### config.mk
export PLATFORM = sky130hd
export DESIGN_NAME = rtcc_calendar
export DESIGN_NICKNAME = d
export VERILOG_FILES = /design/src/rtl/rtcc_pkg.sv /design/src/rtl/rtcc_month_if.sv /design/src/rtl/rtcc_calendar.sv /design/src/rtl/rtcc_month_len.sv
export SDC_FILE = /design/constraint.sdc
export NUM_CORES = 1
export LEC_CHECK = 0
export ABC_AREA = 0
export BUFFER_PORTS_ARGS = -buffer_cell sky130_fd_sc_hd__clkbuf_2
export CELL_PAD_IN_SITES_DETAIL_PLACEMENT = 1
export CELL_PAD_IN_SITES_GLOBAL_PLACEMENT = 1
export CORE_ASPECT_RATIO = 0.7
export CORE_MARGIN = 5
export CORE_UTILIZATION = 42
export CTS_CLUSTER_SIZE = 40
export DETAILED_ROUTE_END_ITERATION = 10
export PLACE_DENSITY = 0.82
export SETUP_SLACK_MARGIN = 0.15
export SLEW_MARGIN = 5
export SYNTH_ARGS = -nofsm -noshare
export SYNTH_HDL_FRONTEND = slang
export SYNTH_SLANG_ARGS = --single-unit
### constraint.sdc
create_clock -name i_sys_clk -period 2.9 [get_ports i_sys_clk]
set_clock_uncertainty 0.15 [all_clocks]
set_input_delay 0.58 -clock i_sys_clk [delete_from_list [all_inputs] [get_ports i_sys_clk]]
set_output_delay 0.58 -clock i_sys_clk [all_outputs]
set_load 0.1 [all_outputs]
### src/rtl/rtcc_pkg.sv
`default_nettype none

package rtcc_pkg;

    // Register offsets on the byte-wide register port.
    localparam logic [7:0] OFS_HOUR    = 8'h14;
    localparam logic [7:0] OFS_YEAR    = 8'h15;
    localparam logic [7:0] OFS_MONTH   = 8'h16;
    localparam logic [7:0] OFS_WKDATE  = 8'h17;
    localparam logic [7:0] OFS_USER0   = 8'h18;
    localparam logic [7:0] OFS_USER1   = 8'h19;
    localparam logic [7:0] OFS_USER2   = 8'h1A;
    localparam logic [7:0] OFS_USER3   = 8'h1B;

    // Field positions.
    localparam int HOUR_FMT_BIT  = 7;
    localparam int HALF_DAY_BIT  = 6;
    localparam int WEEKDAY_LSB   = 5;

    // Values after the clock reset.
    localparam logic [7:0] RST_HOUR    = 8'h00;
    localparam logic [7:0] RST_YEAR    = 8'h0D;
    localparam logic [7:0] RST_MONTH   = 8'h01;
    localparam logic [7:0] RST_WKDATE  = 8'hC1;
    localparam logic [7:0] RST_USER    = 8'h00;

    // Counting limits.
    localparam logic [4:0] HOUR_MAX_24 = 5'h17;
    localparam logic [4:0] HOUR_NOON   = 5'h0C;
    localparam logic [4:0] HOUR_ELEVEN = 5'h0B;
    localparam logic [4:0] HOUR_ONE    = 5'h01;
    localparam logic [6:0] YEAR_MAX    = 7'h3F;
    localparam logic [3:0] MONTH_MAX   = 4'hC;
    localparam logic [3:0] MONTH_FEB   = 4'h2;
    localparam logic [2:0] WEEKDAY_MAX = 3'h7;
    localparam logic [2:0] WEEKDAY_MON = 3'h1;
    localparam logic [4:0] DAY_FIRST   = 5'h01;

endpackage

`default_nettype wire

### src/rtl/rtcc_month_if.sv
`timescale 1ns/1ns
`default_nettype none

// Carries the month and year to the month length lookup and its answer back.
interface rtcc_month_if;
    logic [3:0] month_count;
    logic [6:0] year_count;
    logic [4:0] days_in_month;
    modport asker (output month_count, output year_count, input days_in_month);
    modport teller (input month_count, input year_count, output days_in_month);
endinterface

`default_nettype wire

### src/rtl/rtcc_calendar.sv
`timescale 1ns/1ns
`default_nettype none

module rtcc_calendar
(
    // Clock and resets.
    input  wire logic       i_sys_clk,
    input  wire logic       i_nrst,
    input  wire logic       i_rtc_nrst,
    // Carry from the minute counter and its busy flag.
    input  wire logic       i_hour_tick,
    input  wire logic       i_busy,
    // Byte register port.
    input  wire logic [7:0] i_reg_addr,
    input  wire logic       i_reg_wr,
    input  wire logic [7:0] i_reg_wdata,
    output logic      [7:0] o_reg_rdata
);

    ////////////////////////////////////////////////////////////////////////////
    // Calendar state.
    logic [4:0]  hour_count;
    logic        hour_format_select;
    logic        half_day_flag;
    logic [6:0]  year_count;
    logic [3:0]  month_count;
    logic [2:0]  weekday_value;
    logic [4:0]  day_of_month_count;
    logic [31:0] scratch;
    logic [4:0]  next_hour_count;
    logic        next_hour_format_select;
    logic        next_half_day_flag;
    logic [6:0]  next_year_count;
    logic [3:0]  next_month_count;
    logic [2:0]  next_weekday_value;
    logic [4:0]  next_day_of_month_count;
    logic [31:0] next_scratch;
    logic [7:0]  next_reg_rdata;
    logic        day_roll;
    logic        time_wr;
    logic [4:0]  days_in_month;

    rtcc_month_if mif ();

    assign mif.month_count = month_count;
    assign mif.year_count  = year_count;
    assign days_in_month   = mif.days_in_month;

    rtcc_month_len u_month_len
    (
        .mif (mif)
    );

    ////////////////////////////////////////////////////////////////////////////
    // Time writes are dropped while busy so a half-applied update cannot tear.
    assign time_wr = i_reg_wr && !i_busy && (i_reg_addr >= rtcc_pkg::OFS_HOUR)
                     && (i_reg_addr <= rtcc_pkg::OFS_WKDATE);

    // Next calendar values: counting first, then a host write overrides its register.
    always_comb
    begin
        next_hour_count         = hour_count;
        next_hour_format_select = hour_format_select;
        next_half_day_flag      = half_day_flag;
        next_year_count         = year_count;
        next_month_count        = month_count;
        next_weekday_value      = weekday_value;
        next_day_of_month_count = day_of_month_count;
        next_scratch            = scratch;
        day_roll                = 1'b0;
        if (i_hour_tick)
        begin
            if (!hour_format_select)
            begin
                if (hour_count >= rtcc_pkg::HOUR_MAX_24)
                begin
                    next_hour_count = 5'h00;
                    day_roll        = 1'b1;
                end
                else
                begin
                    next_hour_count = hour_count + 5'h01;
                end
            end
            else if (hour_count >= rtcc_pkg::HOUR_NOON)
            begin
                next_hour_count = rtcc_pkg::HOUR_ONE;
            end
            else if (hour_count == rtcc_pkg::HOUR_ELEVEN)
            begin
                next_hour_count    = rtcc_pkg::HOUR_NOON;
                next_half_day_flag = !half_day_flag;
                day_roll           = half_day_flag;
            end
            else
            begin
                next_hour_count = hour_count + 5'h01;
            end
        end
        if (day_roll)
        begin
            // Weekday just steps; it is never checked against the date.
            next_weekday_value = (weekday_value >= rtcc_pkg::WEEKDAY_MAX) ?
                                 rtcc_pkg::WEEKDAY_MON : weekday_value + 3'h1;
            if (day_of_month_count >= days_in_month)
            begin
                next_day_of_month_count = rtcc_pkg::DAY_FIRST;
                if (month_count >= rtcc_pkg::MONTH_MAX)
                begin
                    next_month_count = 4'h1;
                    next_year_count  = (year_count >= rtcc_pkg::YEAR_MAX) ?
                                       7'h00 : year_count + 7'h01;
                end
                else
                begin
                    next_month_count = month_count + 4'h1;
                end
            end
            else
            begin
                next_day_of_month_count = day_of_month_count + 5'h01;
            end
        end
        if (time_wr)
        begin
            case (i_reg_addr)
                rtcc_pkg::OFS_HOUR:
                begin
                    next_hour_format_select = i_reg_wdata[rtcc_pkg::HOUR_FMT_BIT];
                    next_half_day_flag      = i_reg_wdata[rtcc_pkg::HALF_DAY_BIT];
                    next_hour_count         = i_reg_wdata[4:0];
                end
                rtcc_pkg::OFS_YEAR:   next_year_count  = i_reg_wdata[6:0];
                rtcc_pkg::OFS_MONTH:  next_month_count = i_reg_wdata[3:0];
                rtcc_pkg::OFS_WKDATE:
                begin
                    next_weekday_value      = i_reg_wdata[7:5];
                    next_day_of_month_count = i_reg_wdata[4:0];
                end
                default: ;
            endcase
        end
        // Scratch bytes are free storage and ignore the busy flag.
        if (i_reg_wr && (i_reg_addr >= rtcc_pkg::OFS_USER0)
            && (i_reg_addr <= rtcc_pkg::OFS_USER3))
        begin
            case (i_reg_addr[1:0])
                2'h0:    next_scratch[7:0]   = i_reg_wdata;
                2'h1:    next_scratch[15:8]  = i_reg_wdata;
                2'h2:    next_scratch[23:16] = i_reg_wdata;
                default: next_scratch[31:24] = i_reg_wdata;
            endcase
        end
    end

    // Only the clock reset clears the calendar; the general reset leaves it running.
    always_ff @(posedge i_sys_clk)
    begin
        if (!i_rtc_nrst)
        begin
            hour_count         <= rtcc_pkg::RST_HOUR[4:0];
            hour_format_select <= rtcc_pkg::RST_HOUR[rtcc_pkg::HOUR_FMT_BIT];
            half_day_flag      <= rtcc_pkg::RST_HOUR[rtcc_pkg::HALF_DAY_BIT];
            year_count         <= rtcc_pkg::RST_YEAR[6:0];
            month_count        <= rtcc_pkg::RST_MONTH[3:0];
            weekday_value      <= rtcc_pkg::RST_WKDATE[7:5];
            day_of_month_count <= rtcc_pkg::RST_WKDATE[4:0];
            scratch            <= {4{rtcc_pkg::RST_USER}};
        end
        else
        begin
            hour_count         <= next_hour_count;
            hour_format_select <= next_hour_format_select;
            half_day_flag      <= next_half_day_flag;
            year_count         <= next_year_count;
            month_count        <= next_month_count;
            weekday_value      <= next_weekday_value;
            day_of_month_count <= next_day_of_month_count;
            scratch            <= next_scratch;
        end
    end

    ////////////////////////////////////////////////////////////////////////////
    // Read data; reserved bits read as zero, unmapped offsets read as zero.
    always_comb
    begin
        case (i_reg_addr)
            rtcc_pkg::OFS_HOUR:   next_reg_rdata = {hour_format_select, half_day_flag,
                                                    1'b0, hour_count};
            rtcc_pkg::OFS_YEAR:   next_reg_rdata = {1'b0, year_count};
            rtcc_pkg::OFS_MONTH:  next_reg_rdata = {4'h0, month_count};
            rtcc_pkg::OFS_WKDATE: next_reg_rdata = {weekday_value, day_of_month_count};
            rtcc_pkg::OFS_USER0:  next_reg_rdata = scratch[7:0];
            rtcc_pkg::OFS_USER1:  next_reg_rdata = scratch[15:8];
            rtcc_pkg::OFS_USER2:  next_reg_rdata = scratch[23:16];
            rtcc_pkg::OFS_USER3:  next_reg_rdata = scratch[31:24];
            default:              next_reg_rdata = 8'h00;
        endcase
    end

    // The read register is bus state, so the general reset may clear it.
    always_ff @(posedge i_sys_clk)
    begin
        if (!i_nrst)
        begin
            o_reg_rdata <= 8'h00;
        end
        else
        begin
            o_reg_rdata <= next_reg_rdata;
        end
    end

    ////////////////////////////////////////////////////////////////////////////
    // Checks.
    hour_wrap_a: assert property (@(posedge i_sys_clk) disable iff (!i_rtc_nrst)
        (i_hour_tick && !hour_format_select && hour_count == 5'h17 && !i_reg_wr)
        |=> (hour_count == 5'h00) && (day_of_month_count != $past(day_of_month_count)))
        else $error("24-hour count did not wrap to zero with a day step");

    half_day_a: assert property (@(posedge i_sys_clk) disable iff (!i_rtc_nrst)
        (i_hour_tick && hour_format_select && hour_count == 5'h0B && !i_reg_wr)
        |=> (hour_count == 5'h0C) && (half_day_flag != $past(half_day_flag)))
        else $error("12-hour count did not flip the half-day flag at twelve");

    year_wrap_a: assert property (@(posedge i_sys_clk) disable iff (!i_rtc_nrst)
        (day_roll && month_count == 4'hC && day_of_month_count >= days_in_month
         && year_count == 7'h3F && !i_reg_wr) |=> (year_count == 7'h00))
        else $error("Year did not wrap after 63");

    month_step_a: assert property (@(posedge i_sys_clk) disable iff (!i_rtc_nrst)
        (day_roll && month_count < 4'hC && day_of_month_count >= days_in_month
         && !i_reg_wr) |=> (month_count == $past(month_count) + 4'h1)
         && (day_of_month_count == 5'h01))
        else $error("Month did not advance at end of month");

    weekday_hold_a: assert property (@(posedge i_sys_clk) disable iff (!i_rtc_nrst)
        (!day_roll && !time_wr) |=> $stable(weekday_value))
        else $error("Weekday changed without a day step or write");

    scratch_iso_a: assert property (@(posedge i_sys_clk) disable iff (!i_rtc_nrst)
        (i_reg_wr && i_reg_addr == 8'h18 && !i_hour_tick)
        |=> $stable(hour_count) && (scratch[7:0] == $past(i_reg_wdata)))
        else $error("Scratch write misbehaved");

    leap_feb_a: assert property (@(posedge i_sys_clk) disable iff (!i_rtc_nrst)
        (month_count == 4'h2) |-> (days_in_month == ((year_count[1:0] == 2'h0) ? 5'h1D : 5'h1C)))
        else $error("February length wrong");

    busy_block_a: assert property (@(posedge i_sys_clk) disable iff (!i_rtc_nrst)
        (i_busy && i_reg_wr && i_reg_addr == 8'h15 && !day_roll) |=> $stable(year_count))
        else $error("Year written while busy");

    rtc_reset_a: assert property (@(posedge i_sys_clk)
        (!i_rtc_nrst) |=> (day_of_month_count == 5'h01) && (weekday_value == 3'h6)
        && (year_count == 7'h0D) && (month_count == 4'h1))
        else $error("Clock reset values wrong");

endmodule // rtcc_calendar

`default_nettype wire

### src/rtl/rtcc_month_len.sv
`timescale 1ns/1ns
`default_nettype none

module rtcc_month_len
(
    // Month and year in, length out.
    rtcc_month_if.teller mif
);

    ////////////////////////////////////////////////////////////////////////////
    // Every fourth year is a leap year; the range 2000 to 2063 needs no century rule.
    always_comb
    begin
        case (mif.month_count)
            4'h4, 4'h6, 4'h9, 4'hB: mif.days_in_month = 5'h1E;
            rtcc_pkg::MONTH_FEB:   mif.days_in_month =
                (mif.year_count[1:0] == 2'h0) ? 5'h1D : 5'h1C;
            default:               mif.days_in_month = 5'h1F;
        endcase
    end

endmodule // rtcc_month_len

`default_nettype wire

==> flow_metrics.py <==
metrics = {
    "synth": {
        "mappedNetlistArea_um2": 3720,
        "ys_async_sr_fraction_pct": 0,
        "synth_compound_gate_area_share_pct": 18.4,
        "synthesis.instances": 409,
        "yosys.area_share.adder_pct": 4.70,
        "syn_area_per_cell_um2": 9.11,
        "main_combinational_cell_family_by_area_after_synthesis": "simple AND/OR/NAND/NOR gates",
        "synth.yosys.warnings": 0,
        "synthFlopType": "dfxtp_1",
        "synthXorXnorAreaFrac_pct": 0,
        "synth_enable_flop_cells": 0,
        "syn-num-nets": 445,
        "postSynthRegisterBits": 66,
        "yosysSeqAreaShare_pct": 35.5,
        "post_synth_and_or_nand_nor_area_fraction_pct": 21.6,
        "ys_types": 56,
        "muxShareOfSynthArea_pct": 16.0,
    },
    "routing": {
        "dr_total_vias": 3397,
        "drc": 0,
        "routed_wire_length_per_instance_um": 20.8,
        "finalWirelength_um": 11900,
        "initialDrtViolationCount": 197,
        "viasPerCell": 5.92,
        "ant_nets": 0,
        "firstDrtPassIters": 5,
    },
    "floorplanning": {
        "floorplan.die_area_um2": 10900,
        "row_count": 28,
        "core_area_um2": 8550,
        "effective_utilization_at_floorplan_pct": 43.6,
        "dieHeight_um": 88.8,
        "die_width_um": 123,
        "floorplan.io_pins": 30,
    },
    "cts": {
        "ctsLongestPathBuffers": 2,
        "clock_tree_from_tritoncts": "built",
        "cts-buffers-inserted": 9,
        "clock-sinks": 66,
        "worstSkewPairLatency_ps": 330,
        "clk_transition_reported_paths_ps": 50,
        "cts-htree-levels": 3,
        "hold_buffers": 0,
        "root_buffer": "clkbuf_16",
    },
    "placement": {
        "place.port_buffers": 29,
        "place_hpwl_um": 8520,
        "final_gp_congestion": 0.873,
        "place_area_um2": 4110,
    },
    "global_routing": {
        "antenna_found_initial": 0,
        "global_route.usage.met2_pct": 36.5,
        "via_count_of_the_first_global_routing_pass": 3595,
        "global_route_met1_usage_pct": 30.9,
        "groute.layer.met3.usage_pct": 8.05,
        "groute.usage.overall_pct": 23.6,
        "first_pass_grt_wire_length_um": 19600,
        "gr-max-usage-layer": "met2",
        "grt_max_degree": 33,
        "global_route.overflow_total": 0,
    },
    "sta": {
        "grt_setup_unrepaired": "yes",
        "tightestPinTransition_ps": 764,
        "count_of_final_setup_violators": 0,
        "shortest_clock_period_the_worst_path_allows_after_layout_ps": 2730,
        "finalCritPeriodShare_pct": 94.0,
        "report.final.hold_viol_count": 0,
        "relSlewSlack_pct": 48.4,
        "final.hold.worst_slack_ps": 361,
        "setup-tns-final_ps": 0,
        "report.final.slew_viol_count": 0,
        "maximum_clock_frequency_mhz": 367,
    },
    "worst_setup_path": {
        "required_ps": 3010,
        "worst-endpoint-arrival_ps": 2840,
        "critPathCaptureType": "flop",
        "ff2ff_path_depth": 12,
        "timing.setup.critical_path_class": "reg2reg",
        "worst_setup_path_start_kind": "flop",
        "crit_path_max_fanout": 5,
    },
    "power": {
        "p_leak_nw": 1.87,
        "seq_power_share_pct": 41.2,
        "switching_power_w": 0.000483,
        "switching_share_pct": 21.8,
        "comb_power_share_pct": 5.7,
        "power_per_cell_area_nw_per_um2": 492,
        "ir_worst_vdd_uv": 355,
        "p_int_w": 0.00173,
        "clkPwrFrac_pct": 53.1,
    },
    "final_layout": {
        "final_layout_size_suffix_gt1_share_pct": 22.5,
        "final_area_um2": 4500,
        "number_of_diodes": 0,
        "final_core_utilization_pct": 52.6,
        "area_delta_synth_final_pct": 20.8,
        "fill_cells": 1009,
        "multiInputGateArea_um2": 2320,
        "nNetsFinal": 485,
        "seqCellArea_um2": 1330,
    },
    "status": {
        "result_of_the_run": "finished clean",
    },
    "job": {
        "max_cap_viol_count": 0,
    },
    "hold_path": {
        "min_delay_path_depth": 2,
        "worst_hold_path_type": "reg2reg",
    },
}
-- synthesized netlist by cell type, drive strengths merged, types with 12 or more instances --
cell    number  area share [%]
a21oi       17             2.6
clkbuf      21             2.1
dfxtp       66              35
ha          14             4.7
inv         12             1.2
mux2i       29             7.8
mux4        12             7.3
nand2       26             2.6
nand3       19             2.6
nor2        21             2.1
nor2b       45             7.6
o21ai       28             3.8
-- power by group through the flow --
stage | clock network (W) | logic [W] | registers (W)
global placement | 0 | 0.000119 | 0.000934
global route | 0.00122 | 0.000136 | 0.000913
detailed placement | 0 | 0.000122 | 0.000934
finish | 0.00118 | 0.000126 | 0.000913
floorplan | 0 | 0.0000656 | 0.000935
CTS | 0.00118 | 0.000124 | 0.000914
-- critical path, stage by stage (launching register included) --
cell	delay, ps
dfxtp_4	380
inv_4	50
ha_1	200
o21ai_1	150
o21ai_1	80
o21ai_1	130
ha_1	130
nand2b_1	110
a21o_1	160
nand3_2	90
or3_4	380
or4_1	480
a31oi_1	160
-- routing by layer --
metal / vias to the layer above / routed length, µm
met4: 0 / 282
met3: 25 / 993
li1: 1575 / -
met2: 124 / 5410
met1: 1673 / 5240
met5: - / 0
-- sequential cells by signal, summed over array words and instances (netlist names) --
name / flops
hour_format_select: 1
hour_count: 5
half_day_flag: 1
scratch: 32
mif.year_count: 7
day_of_month_count: 5
mif.month_count: 4
o_reg_rdata: 8
weekday_value: 3
-- logic make-up (layout without fill, tap and decap cells) --
kind of cell | after synthesis | in the layout
simple gates | 148 | 148
mux | 44 | 44
buf+inv | 36 | 81
compound gates | 101 | 101
flops | 66 | 66
fa+ha+maj | 14 | 14
-- metrics by stage --
stage / power [W] / setup WS, ps / instances
final: 0.00221 / 173 / 574
after global routing: 0.00226 / 27.4 / 574
after CTS: 0.00222 / 152 / 573
after detailed placement: 0.00106 / -40.5 / 557
after global placement: 0.00105 / 131 / 557
after floorplan: 0.00100 / 162 / 409
-- final cells by class --
class / count / area share, %
clock buffers: 11 / 5.40
clock inverters: 5 / 1.72
inverters: 12 / 1.06
multi-input cells: 307 / 51.6
flip-flops and latches: 66 / 29.5
well taps: 120 / 3.34
repair buffers: 53 / 7.32
-- path summary, 6_finish.rpt --
| kind | start | to | slack, ps |
|---|---|---|---|
| hold / removal | scratch[10]$_SDFFE_PN0P_ | scratch[10]$_SDFFE_PN0P_ | 360 |
| hold reg to reg | scratch[10]$_SDFFE_PN0P_ | scratch[10]$_SDFFE_PN0P_ | 360 |
| setup / recovery | mif.month_count[0]$_SDFF_PN1_ | mif.year_count[0]$_SDFF_PN1_ | 170 |
| setup reg to reg | mif.month_count[0]$_SDFF_PN1_ | mif.year_count[0]$_SDFF_PN1_ | 170 |
-- cell usage in the layout (no fill, tap or decap), types with 16 or more instances in the layout --
cell type | Yosys | layout
dfxtp_1 | 66 | 64
nor2b_1 | 45 | 45
mux2i_1 | 29 | 29
clkbuf_2 | 1 | 29
nand2_1 | 26 | 25
o21ai_0 | 28 | 24
buf_4 | 0 | 23
nor2_1 | 21 | 20
nand3_1 | 19 | 18
a21oi_1 | 16 | 16
-- timing repair --
item,4_1_cts,5_1_grt
gates resized for setup,6,15
setup endpoints to repair,5,7
setup buffers,0,1
pin swaps,0,3
cloned,0,0
endpoints found under the hold margin,0,0
Note: power is estimated with default switching activity, not from simulation.
